File: src/ctx_sched_pkg.sv
// context submission scheduler: shared constants and types
// assumes one engine per scheduler instance, 10 MHz mclk
package ctx_sched_pkg;

	// register indices on the plain register port
	localparam logic [3:0] ADDR_MODE     = 4'h0; // mode register
	localparam logic [3:0] ADDR_SUBMIT_LO = 4'h1; // descriptor bits 31:0
	localparam logic [3:0] ADDR_SUBMIT_HI = 4'h2; // descriptor 63:32, submits
	localparam logic [3:0] ADDR_STATUS   = 4'h3; // engine state
	localparam logic [3:0] ADDR_CUR_LO   = 4'h4; // running descriptor low
	localparam logic [3:0] ADDR_CUR_HI   = 4'h5; // running descriptor high
	localparam logic [3:0] ADDR_EVENT    = 4'h6; // wait / fault / resume
	localparam logic [3:0] ADDR_ENGINE   = 4'h7; // own engine identifier

	// mode register fields
	localparam int MODE_EXECLIST_BIT = 0;
	localparam int MODE_RESTORE_INHIBIT_BIT = 1; // render: skip engine state
	localparam logic [31:0] MODE_RESET = 32'h0000_0000;

	// descriptor fields
	localparam int DESC_VALID_BIT = 0;
	localparam int DESC_GLOBAL_BIT = 3;          // address space selection
	localparam int DESC_PROXY_BIT = 20;
	localparam int DESC_ADDR_LSB = 12;           // image address, 4 KiB aligned
	localparam int DESC_ENGID_LSB = 61;
	localparam int DESC_ENGID_W = 3;

	// image layout: status page then ring context then engine context
	localparam logic [31:0] STATUS_PAGE_BYTES = 32'h0000_1000;
	localparam logic [31:0] RING_CTX_BYTES = 32'h0000_0140; // five lines

	// event register fields
	localparam int EVT_WAIT_BIT = 0;
	localparam int EVT_FAULT_BIT = 1;
	localparam int EVT_RESUME_BIT = 2;
	localparam int EVT_DONE_BIT = 3;
	localparam int EVT_ENGID_LSB = 8;

	// execution list depth
	localparam int QUEUE_DEPTH = 4;
	localparam int QUEUE_AW = 2;

	typedef enum logic [5:0] {
		ST_IDLE    = 6'b000001,
		ST_RESTORE = 6'b000010,
		ST_RUN     = 6'b000100,
		ST_WAIT    = 6'b001000,
		ST_SAVE    = 6'b010000,
		ST_FAULT   = 6'b100000
	} engine_state_t;

	typedef enum logic [1:0] {
		MEM_NONE    = 2'h0,
		MEM_RESTORE = 2'h1,
		MEM_SAVE    = 2'h2
	} mem_op_t;

endpackage

File: src/image_address_gen.sv
// image address generator for one context save or restore
// assumes the memory side acknowledges each phase with memDone
`timescale 1ns/1ps
module image_address_gen
	import ctx_sched_pkg::*;
(
	// clock and control
	input  wire logic        mclk,
	input  wire logic        sys_rst,
	input  wire logic        clkEn,
	// request from the scheduler
	input  wire logic        start,
	input  wire logic [31:0] imageBase,
	input  wire logic        skipEngine,
	// memory handshake
	input  wire logic        memDone,
	output logic             phaseEngine,
	output logic [31:0]      phaseAddr,
	output logic             busy,
	output logic             finished
);

	logic        busy_r;
	logic        busy_nxt;
	logic        eng_r;
	logic        eng_nxt;
	logic [31:0] ringAddr;
	logic [31:0] engAddr;
	logic        lastPhase;

	////////////////////////////////////////////////////////////////////
	// ring context follows the status page; engine state follows it
	assign ringAddr = imageBase + STATUS_PAGE_BYTES;
	assign engAddr = ringAddr + RING_CTX_BYTES;
	assign lastPhase = eng_r | skipEngine;
	assign busy_nxt = start ? 1'b1 : ((memDone && lastPhase) ? 1'b0 : busy_r);
	assign eng_nxt = start ? 1'b0 : ((memDone && !lastPhase) ? 1'b1 : eng_r);
	assign phaseEngine = eng_r;
	assign phaseAddr = eng_r ? engAddr : ringAddr;
	assign busy = busy_r;
	assign finished = busy_r & memDone & lastPhase;

	// phase register, ring context always first
	always_ff @(posedge mclk) begin
		if (sys_rst) begin
			busy_r <= 1'b0;
			eng_r <= 1'b0;
		end else if (clkEn) begin
			busy_r <= busy_nxt;
			eng_r <= eng_nxt;
		end
	end

endmodule // image_address_gen

File: src/context_submission_scheduler.sv
// context submission scheduler for one engine: submit port,
// execution list that rotates blocked direct contexts, context save and restore sequencing
// assumes software on a plain register port and memory that acks
//
// Added by the designer: the address map and the strobed register port.
`timescale 1ns/1ps

module context_submission_scheduler
	import ctx_sched_pkg::*;
#(
	parameter logic [DESC_ENGID_W-1:0] ENGINE_ID = 3'h0 // arbitrary
)(
	// clock and control
	input  wire logic        mclk,
	input  wire logic        sys_rst,
	input  wire logic        clkEn,
	// register port
	input  wire logic [3:0]  regAddr,
	input  wire logic [31:0] regWrData,
	input  wire logic        regWr,
	input  wire logic        regRd,
	output logic [31:0]      regRdData,
	// memory side of save and restore
	output logic             memReq,
	output logic             memWrite,
	output logic             memGlobal,
	output logic [31:0]      memAddr,
	input  wire logic        memDone,
	// engine status
	output logic             engineBusy,
	output logic             proxyMismatch
);

	////////////////////////////////////////////////////////////////////
	// storage
	logic [31:0]         mode_r;
	logic [31:0]         stageLo_r;
	logic [63:0]         queue_r [QUEUE_DEPTH];
	logic [QUEUE_AW-1:0] head_r;
	logic [QUEUE_AW-1:0] tail_r;
	logic [QUEUE_AW:0]   count_r;
	engine_state_t       state_r;
	engine_state_t       state_nxt;
	logic [31:0]         rdData_r;
	logic                mismatch_r;
	logic                evtMatch_r;

	// decode of register writes
	logic        wrMode;
	logic        wrLo;
	logic        wrHi;
	logic        wrEvent;
	logic [63:0] newDesc;
	logic        descValid;
	logic        descProxy;
	logic        proxyOk;
	logic        queueFull;
	logic        accept;
	logic        evtForUs;
	logic        evtWait;
	logic        evtFault;
	logic        evtResume;
	logic        evtDone;
	logic [63:0] headDesc;
	logic        headProxy;
	logic        pop;
	logic        genStart;
	logic        genBusy;
	logic        genDone;
	logic [31:0] genAddr;
	logic [31:0] rdMux;

	assign wrMode = regWr && (regAddr == ADDR_MODE);
	assign wrLo = regWr && (regAddr == ADDR_SUBMIT_LO);
	assign wrHi = regWr && (regAddr == ADDR_SUBMIT_HI);
	assign wrEvent = regWr && (regAddr == ADDR_EVENT);
	// the high word is the submitting write; the low word only stages
	assign newDesc = {regWrData, stageLo_r};

	////////////////////////////////////////////////////////////////////
	// descriptor decode: identifier, proxy, address, valid
	assign descValid = newDesc[DESC_VALID_BIT];
	assign descProxy = newDesc[DESC_PROXY_BIT];
	// proxy: identifier 19:0 must mirror image address 31:20
	assign proxyOk = !descProxy || (newDesc[51:32] == {8'h00, newDesc[31:20]});
	// a full list drops the submit silently: software keeps its own
	// count of outstanding contexts, there is no back-pressure
	assign queueFull = (count_r == (QUEUE_AW + 1)'(QUEUE_DEPTH));
	// list refused when disabled; invalid descriptor starts nothing
	assign accept = wrHi && mode_r[MODE_EXECLIST_BIT] && descValid
		&& !queueFull;

	// wait, fault and resume events carry an engine identifier
	// events for another engine are dropped, reported as unmatched
	assign evtForUs = wrEvent &&
		(regWrData[EVT_ENGID_LSB +: DESC_ENGID_W] == ENGINE_ID);
	assign evtWait = evtForUs && regWrData[EVT_WAIT_BIT];
	assign evtFault = evtForUs && regWrData[EVT_FAULT_BIT];
	assign evtResume = evtForUs && regWrData[EVT_RESUME_BIT];
	assign evtDone = evtForUs && regWrData[EVT_DONE_BIT];

	// the running or next context is always the list head
	assign headDesc = queue_r[head_r];
	assign headProxy = headDesc[DESC_PROXY_BIT];

	////////////////////////////////////////////////////////////////////
	// engine state machine
	always_comb begin
		state_nxt = state_r;
		unique case (state_r)
			ST_IDLE: begin
				// no reordering: the head always goes first
				if (count_r != '0)
					state_nxt = ST_RESTORE;
			end
			ST_RESTORE: begin
				// engine phase skipped while restore is inhibited
				if (genDone)
					state_nxt = ST_RUN;
			end
			ST_RUN: begin
				// fault wins over wait when both arrive together
				if (evtFault)
					state_nxt = ST_FAULT;
				else if (evtWait)
					state_nxt = ST_WAIT;
				else if (evtDone)
					state_nxt = ST_SAVE;
			end
			ST_WAIT: begin
				// proxy holds its place; direct is switched out
				if (!headProxy)
					state_nxt = ST_SAVE;
				else if (evtResume)
					state_nxt = ST_RUN;
			end
			ST_FAULT: begin
				// no other context runs while proxy head faults
				if (!headProxy)
					state_nxt = ST_SAVE;
				else if (evtResume)
					state_nxt = ST_RUN;
			end
			ST_SAVE: begin
				// a save always writes both phases back
				if (genDone)
					state_nxt = ST_IDLE;
			end
		endcase
	end

	// a direct context blocked by wait or fault is rotated to the tail
	// so other contexts proceed; completed contexts leave the list
	logic requeue;
	logic requeue_r;
	assign requeue = requeue_r;
	assign pop = (state_r == ST_SAVE) && genDone;
	// a restore starts from idle with a list entry; a save when a run ends or a direct head blocks
	assign genStart = ((state_r == ST_IDLE) && (count_r != '0)) ||
		(((state_r == ST_RUN) && evtDone) ||
		(((state_r == ST_WAIT) || (state_r == ST_FAULT)) && !headProxy));

	// restore and save walk the same image phases; a restore skips the engine phase while restore is inhibited
	image_address_gen u_addr (
		.mclk        (mclk),
		.sys_rst     (sys_rst),
		.clkEn       (clkEn),
		.start       (genStart),
		.imageBase   ({headDesc[31:DESC_ADDR_LSB], 12'h000}),
		.skipEngine  (mode_r[MODE_RESTORE_INHIBIT_BIT] && !memWrite),
		.memDone     (memDone),
		.phaseEngine (),
		.phaseAddr   (genAddr),
		.busy        (genBusy),
		.finished    (genDone)
	);

	////////////////////////////////////////////////////////////////////
	// memory request: save writes, restore reads, same image address
	assign memReq = genBusy;
	assign memWrite = (state_r == ST_SAVE);
	// no per-process space for images, whatever the descriptor asks
	assign memGlobal = 1'b1;
	assign memAddr = genAddr;

	// read mux
	always_comb begin
		rdMux = 32'h0000_0000;
		unique case (regAddr)
			ADDR_MODE: rdMux = mode_r;
			ADDR_SUBMIT_LO: rdMux = stageLo_r;
			// status: state, event matched, proxy mismatch, list count
			ADDR_STATUS: rdMux = {21'h00_0000, count_r, mismatch_r,
				evtMatch_r, state_r};
			ADDR_CUR_LO: rdMux = headDesc[31:0];
			ADDR_CUR_HI: rdMux = headDesc[63:32];
			ADDR_ENGINE: rdMux = {29'h0, ENGINE_ID};
			default: rdMux = 32'h0000_0000;
		endcase
	end

	////////////////////////////////////////////////////////////////////
	// per-engine execution list, flip-flop storage
	// a blocked direct head is copied to the tail as it leaves the
	// head, so it runs again after the others; a new descriptor taken
	// in that same cycle lands one slot behind it
	logic                rotate;
	logic                grow;
	logic                shrink;
	logic [QUEUE_AW-1:0] newSlot;
	logic [QUEUE_AW-1:0] tailStep;
	assign rotate = pop && requeue;
	assign grow = accept && !(pop && !requeue);
	assign shrink = !accept && pop && !requeue;
	assign newSlot = rotate ? (tail_r + 1'b1) : tail_r;
	assign tailStep = {1'b0, accept} + {1'b0, rotate};

	// one write port per slot; the two hits never share a slot
	genvar gi;
	generate
		for (gi = 0; gi < QUEUE_DEPTH; gi++) begin : g_entry
			logic hitNew;
			logic hitRot;
			assign hitNew = accept && (newSlot == QUEUE_AW'(gi));
			assign hitRot = rotate && (tail_r == QUEUE_AW'(gi));
			always_ff @(posedge mclk) begin
				if (sys_rst)
					queue_r[gi] <= 64'h0;
				else if (clkEn && hitNew)
					queue_r[gi] <= newDesc;
				else if (clkEn && hitRot)
					queue_r[gi] <= headDesc;
			end
		end
	endgenerate

	// list pointers: rotate on blocked direct context, drop on done
	always_ff @(posedge mclk) begin
		if (sys_rst) begin
			head_r <= '0;
			tail_r <= '0;
			count_r <= '0;
			requeue_r <= 1'b0;
		end else if (clkEn) begin
			tail_r <= tail_r + tailStep;
			if (pop)
				head_r <= head_r + 1'b1;
			if (grow)
				count_r <= count_r + 1'b1;
			else if (shrink)
				count_r <= count_r - 1'b1;
			if (genStart)
				requeue_r <= (state_r == ST_WAIT) || (state_r == ST_FAULT);
		end
	end

	// state and software registers
	always_ff @(posedge mclk) begin
		if (sys_rst) begin
			state_r <= ST_IDLE;
			mode_r <= MODE_RESET;
			stageLo_r <= 32'h0;
			rdData_r <= 32'h0;
			mismatch_r <= 1'b0;
			evtMatch_r <= 1'b0;
		end else if (clkEn) begin
			state_r <= state_nxt;
			if (wrMode)
				mode_r <= regWrData;
			if (wrLo)
				stageLo_r <= regWrData;
			if (regRd)
				rdData_r <= rdMux;
			if (wrHi && descValid)
				mismatch_r <= !proxyOk;
			if (wrEvent)
				evtMatch_r <= evtForUs;
		end
	end

	// outputs straight from state and flags
	assign regRdData = rdData_r;
	assign engineBusy = (state_r != ST_IDLE);
	assign proxyMismatch = mismatch_r;

endmodule // context_submission_scheduler

File: config.mk
export PLATFORM = sky130hd
export DESIGN_NAME = context_submission_scheduler
export DESIGN_NICKNAME = d
export VERILOG_FILES = /design/src/ctx_sched_pkg.sv /design/src/image_address_gen.sv /design/src/context_submission_scheduler.sv
export SDC_FILE = /design/constraint.sdc
export NUM_CORES = 1
export LEC_CHECK = 0
export BUFFER_PORTS_ARGS = -buffer_cell sky130_fd_sc_hd__buf_2
export CAP_MARGIN = 20
export CORE_UTILIZATION = 30
export CTS_CLUSTER_DIAMETER = 50
export DETAILED_ROUTE_END_ITERATION = 8
export PLACE_DENSITY = 0.56
export SYNTH_ARGS = -nofsm -noshare
export SYNTH_HDL_FRONTEND = slang
export SYNTH_HIERARCHICAL = 1
export SYNTH_SLANG_ARGS = --single-unit
export TNS_END_PERCENT = 30
File: constraint.sdc
create_clock -name mclk -period 8.7 [get_ports mclk]
set_clock_uncertainty 0.1 [all_clocks]
set_input_delay 0.87 -clock mclk [delete_from_list [all_inputs] [get_ports mclk]]
set_output_delay 0.87 -clock mclk [all_outputs]
set_load 0.01 [all_outputs]
After elaboration in Yosys (flattened, before gate mapping)

Memories as Yosys holds them, arrays and structs flattened. A register that Yosys moved wholly into a read port is not among the register bits.
Index checks and enable logic that the tools add are counted.

Register bits after elaboration: 114
Bits in latches: 0
Bits in writable memories: 256
Bits in read-only memories: 0
Input port bits: 42
Memories: 1

$add $sub $neg: 8
$mul: 0
Divide/modulo/power cells: 0
Order comparisons: 0
Equality and inequality tests: 26
Shift operators: 0
Multiplexer cells: 58
Bitwise gates (word level): 11
Reductions and logical operators: 74

Memory list:

| name    | words | bits a word | read ports | clocked after Yosys merged registers in | wr ports | line                               | RTL |
|---|---|---|---|---|---|---|---|
| queue_r | 4     | 64          | 1          | 1                                       | 4        | context_submission_scheduler.sv:38 | `logic [63:0] queue_r [QUEUE_DEPTH];` |

Operators with widths:

| cell                                           | number |
|---|---|
| two-way mux 64 bit                             | 8 |
| case mux 32 bit (5 select lines)               | 1 |
| two-way mux 6 bit                              | 8 |
| logical AND 1 bit                              | 41 |
| two-way mux 1 bit                              | 34 |
| adder 32 x 13 -> 32 bit, second input constant | 1 |
| adder 32 x 9 -> 32 bit, second input constant  | 1 |
| two-way mux 32 bit                             | 1 |
| case mux 6 bit (5 select lines)                | 1 |
| == test 20 x 12 -> 1 bit                       | 1 |
| AND reduction 2 bit                            | 10 |
| == test 4 x 3 -> 1 bit, second input constant  | 3 |
| logical NOT 1 bit                              | 9 |
| OR 1 bit                                       | 9 |
| == test 2 bit, second input constant           | 4 |
| == test 4 x 2 -> 1 bit, second input constant  | 2 |
| == test 6 x 1 -> 1 bit, second input constant  | 1 |
| == test 6 x 2 -> 1 bit, second input constant  | 1 |
| == test 6 x 3 -> 1 bit, second input constant  | 1 |
| == test 6 x 4 -> 1 bit, second input constant  | 1 |
| == test 6 x 5 -> 1 bit, second input constant  | 1 |
| == test 6 bit, second input constant           | 1 |
| two-way mux 2 bit                              | 3 |
| two-way mux 3 bit                              | 2 |
| 22 further kinds                               | 32 |

Longest topological paths before layout

Depth after elaboration: 16
Gate-level depth with buffers: 13
Mapped depth without buffers: 10

Cells and area by module

Netlist, hierarchy kept.

Modules (own cells, without submodules):

| module                       | times used | cells an instance | area each (um2) | seq. area each (um2) |
|---|---|---|---|---|
| context_submission_scheduler | 1          | 1746              | 19082.1         | 9969.6 |
| image_address_gen            | 1          | 192               | 1317.5          | 40.0 |

Worst setup path before layout

Ideal clock, no wire load.

Path type: input to register
Start: in regAddr[2]
End: mem queue_r[2][0], enable pin
Setup time: 0.421 ns
Data arrival time: 3.932 ns
Required time: 8.179 ns
Path slack: 4.247 ns
Stages on the path: 8
Cell sequence: clkbuf_1 -> or3b_1 -> or3_1 -> a211o_1 -> buf_6 -> o21ba_2 -> buf_6 -> a211o_1

RTL lines:

| element            | line                               | RTL |
|---|---|---|
| start: declaration | context_submission_scheduler.sv:18 | `input wire logic [3:0] regAddr,` |
| end: declaration   | context_submission_scheduler.sv:38 |  |

==> results summary <==
The starting density of the core came out at 0.303. The CTS buffer count is 41. In the synthesized netlist the dominant register cell turns out to be sky130_fd_sc_hd__edfxtp_1. The number of cells upsized or downsized after cts came out at 0.

For this run, the number of Yosys warnings is 6. In the post-synthesis netlist, the cell with the most instances is sky130_fd_sc_hd__nand2_1. Of the post-synthesis cell area, the dominant cell type holds 0.377. The final estimated routing congestion in global placement is 0.796. The commonest cells after synthesis are 322 x sky130_fd_sc_hd__nand2_1, 256 x sky130_fd_sc_hd__edfxtp_1, 219 x sky130_fd_sc_hd__nand3_1. The H-tree depth came out at 2. The data required time of the critical path came out at 8.78 ns. The width of the die came out at 263 um. The number of buffers added on ports is 99. In the post-synthesis netlist, the biggest area contributors are sky130_fd_sc_hd__edfxtp_1 38%, sky130_fd_sc_hd__dfxtp_1 11%, sky130_fd_sc_hd__o2bb2ai_1 7.9%. The initial antenna violation count is 4.

Summed over all nets, wire length on met2 after detailed routing comes to 33200 um. After detailed routing, no signal wire sits above met5. Of all flip-flops after synthesis, the portion carrying an async set or reset was 0. The residual DRC count is 0.

The total non-filler cell area in the finished layout is 0.0228 mm^2. The global-route usage over all layers is 0.200. The path type of the worst setup path is flop to flop. The top fanout value on the critical path came out at 65. The final global-route overflow total came out at 0.

The final routed wirelength across all metal layers came out at 70800 um. The analysis attributes to cell leakage a power of 7.01 nW. The max-slew headroom at the worst pin came out at 0.246. The run finished with clean final reports. The number of setup violations in the final report is 0. Measured along the y axis, the die boundary spans 263 um. The post-route setup TNS came out at 0 ns. For this run, the slowest stage of the critical path takes 0.97 ns. TritonCTS built the clock tree. The flop and latch count out of synthesis is 372. The via count of the first global-routing pass came out at 16200. The violation count after the first detailed-route iteration is 2115.

The first global-routing pass estimated 106000 um of wire. The count of hold buffers inserted by post-cts repair is 0. IR analysis of the VDD net gives a maximum drop of 160 uV.

111 I/O pins were placed. The startpoint identified for the worst hold timing path is mode_r[5]. In this run the critical register-to-register path is launched from state_r[4]. The cell seen most often among critical-path stages is sky130_fd_sc_hd__buf_4. The number of hold violations in the final report was 0.

The final route contains 16600 vias. Of the cells placed in the final design, the portion with a size suffix greater than 1 is 0.156. The fill cell total of the finished layout came out at 6751.

The pin slew with the least headroom to its limit is 1.13 ns. Once routing completed, OpenROAD measured the worst setup slack at 3.51 ns. The register area share after synthesis came out at 0.491. The mapped netlist covers 0.0204 mm^2. Dividing the detail-routed wire length by the instance count gives 25.1 um. The clock latency reported for the late side of the worst-skew pair is 0.56 ns. The number of enable flip-flop cells after synthesis is 256.

The total power per unit cell area came out at 180 mW/mm^2. The post-route antenna net violation count is 0. Summing all multi-input logic gate instances after layout gives 0.00947 mm^2. The instance area after placement came out at 0.0213 mm^2. The kind of start point of the critical path is a flop. Walking the worst path, the cells encountered are nor3b_1 > and2_1 > nor2b_1 > o211a_1 > and4_1 > mux2i_1 > nor2_4 > buf_4 > a211o_2 > buf_4. The synthesis-to-layout area growth came out at 11.7%. The type of the worst min-delay path is flop to flop. The number of detailed-route iterations in the first pass is 9. The mean area per synthesized cell is 10.5 um^2. Yosys mapped the design onto 72 distinct sky130hd cell types.

Setup repair after global routing left no endpoint under its margin. The standard cell core area is 0.0673 mm^2. The number of buffers between clock root and the deepest sink is 3.

In the detailed route, the total length drawn on met3 is 6690 um. The met1 wire length is 29000 um. The critical path arrival came out at 5.27 ns. The tree built by TritonCTS fans out to 372 sinks.

After clock tree synthesis, the clock-pin slew on the worst setup and hold paths is 0.06 ns. The post-place setup slack is 3.25 ns. After floorplanning, the core was divided into 95 placement rows. After the last flow step, the layout net total stands at 1966. The largest net degree at the start of global routing came out at 98. The number of max-cap violations came out at 0. Hold is met by 0.357 ns. The vias per cell came out at 5.87.

Summing all flip-flop and latch instances after layout gives 0.0100 mm^2. The post-layout minimum cycle time is 5.19 ns. The total setup buffers inserted after CTS is 0. The worst setup path is captured at a flop. sky130_fd_sc_hd__edfxtp_1 takes more of the synthesized area than any other cell. The fmax is 193 MHz. The root buffer cell chosen for the clock tree is sky130_fd_sc_hd__clkbuf_16. Synthesis produced a netlist whose cell count is 1938. The worst setup path startpoint is state_r[4]. The number of max-slew violations in the final report is 0. The floorplan step defined a die boundary enclosing 0.0690 mm^2. The period utilization came out at 0.596. Among all stages on the critical path, the largest delay is contributed by sky130_fd_sc_hd__a211o_2. Detailed placement finished with a half-perimeter wire length of 39600 um.
==> layer usage <==
| metal | track usage | up-vias |
|---|---|---|
| met2 | 0.324 | 933 |
| li1 | - | 7242 |
| met4 | 0.0618 | 4 |
| met3 | 0.0366 | 127 |
| met1 | 0.270 | 8253 |
| met5 | 0 | - |
==> report_power, final <==
group	internal [mW]	switching [mW]	total, mW	leakage (nW)
registers	1.94	0.0363	1.97	3.58
logic	0.0857	0.217	0.303	2.76
clock network	1.08	0.746	1.83	0.673
==> flip-flops by register name (all words and copies together), names as in the netlist, named ones only <==
signal / cells
head_r: 2
stageLo_r: 32
proxyMismatch: 1
queue_r: 256
u_addr/busy: 1
requeue: 1
tail_r: 2
regRdData: 32
state_r: 6
count_r: 3
evtMatch_r: 1
u_addr/phaseEngine: 1
mode_r: 32
==> path summary, 6_finish.rpt <==
kind / end / slack [ns] / cells after the start
setup / recovery: queue_r[1][7] / 3.51 / 10
hold / removal: mode_r[5] / 0.36 / 2
setup reg to reg: queue_r[1][7] / 3.51 / 10
hold reg to reg: mode_r[5] / 0.36 / 2
==> placed cells by master, fill, tap and decap left out, types with 5 or more instances in the layout <==
| master | n |
|---|---|
| sky130_fd_sc_hd__o21ai_0 | 13 |
| sky130_fd_sc_hd__buf_2 | 98 |
| sky130_fd_sc_hd__ha_1 | 5 |
| sky130_fd_sc_hd__buf_4 | 29 |
| sky130_fd_sc_hd__o2bb2ai_1 | 183 |
| sky130_fd_sc_hd__inv_1 | 13 |
| sky130_fd_sc_hd__a31oi_1 | 16 |
| sky130_fd_sc_hd__clkbuf_1 | 14 |
| sky130_fd_sc_hd__xor2_1 | 26 |
| sky130_fd_sc_hd__a211o_2 | 5 |
| sky130_fd_sc_hd__nand4_1 | 10 |
| sky130_fd_sc_hd__nor3_1 | 15 |
| sky130_fd_sc_hd__mux2i_1 | 70 |
| sky130_fd_sc_hd__nor3_4 | 5 |
| sky130_fd_sc_hd__o2bb2ai_2 | 6 |
| sky130_fd_sc_hd__edfxtp_1 | 256 |
| sky130_fd_sc_hd__a222oi_1 | 32 |
| sky130_fd_sc_hd__nor4_1 | 11 |
| sky130_fd_sc_hd__nand3_1 | 217 |
| sky130_fd_sc_hd__conb_1 | 25 |
| sky130_fd_sc_hd__nor2_1 | 63 |
| sky130_fd_sc_hd__nor2b_1 | 5 |
| sky130_fd_sc_hd__xnor2_1 | 30 |
| sky130_fd_sc_hd__mux4_2 | 64 |
| sky130_fd_sc_hd__a21oi_1 | 131 |
| sky130_fd_sc_hd__dfxtp_1 | 114 |
| sky130_fd_sc_hd__and3_1 | 13 |
| sky130_fd_sc_hd__nand2_1 | 322 |
| sky130_fd_sc_hd__clkbuf_16 | 44 |
==> worst max-delay path: cells and delay by family (launching register included) <==
family / cells / cell delay, ns
buffers and inverters: 2 / 1.38
AND/OR/NAND/NOR: 5 / 1.31
AO/OA/AOI/OAI: 2 / 1.25
flip-flops: 1 / 0.48
multiplexers: 1 / 0.26
==> logic make-up after synthesis <==
family / count (synthesis) / share of synthesized area
AND/OR/NAND/NOR: 708 / 0.160
AO/OA/AOI/OAI: 421 / 0.156
flip-flops: 372 / 0.491
buffers and inverters: 232 / 0.0550
multiplexers: 137 / 0.107
XOR/XNOR: 57 / 0.0254
adder cells (fa/ha/maj): 9 / 0.00589
other: 2 / 0.000368
==> metrics by stage <==
stage	total power, mW	utilization	cells
after floorplan	2.19	-	1961
after global placement	2.30	0.317	2743
after detailed placement	2.31	0.317	2743
after CTS	4.11	0.338	2818
after global routing	4.21	0.339	2821
final	4.10	0.339	2822
==> cell type report <==
type,count,share of cell area
multi-input combinational,1357,0.416
antenna,2,0.000220
clock inverter,12,0.00813
clock buffer,63,0.0530
timing repair buffer,129,0.0332
inverter,14,0.00231
tap,873,0.0479
sequential,372,0.440
Note: power is estimated with default switching activity, not from simulation.
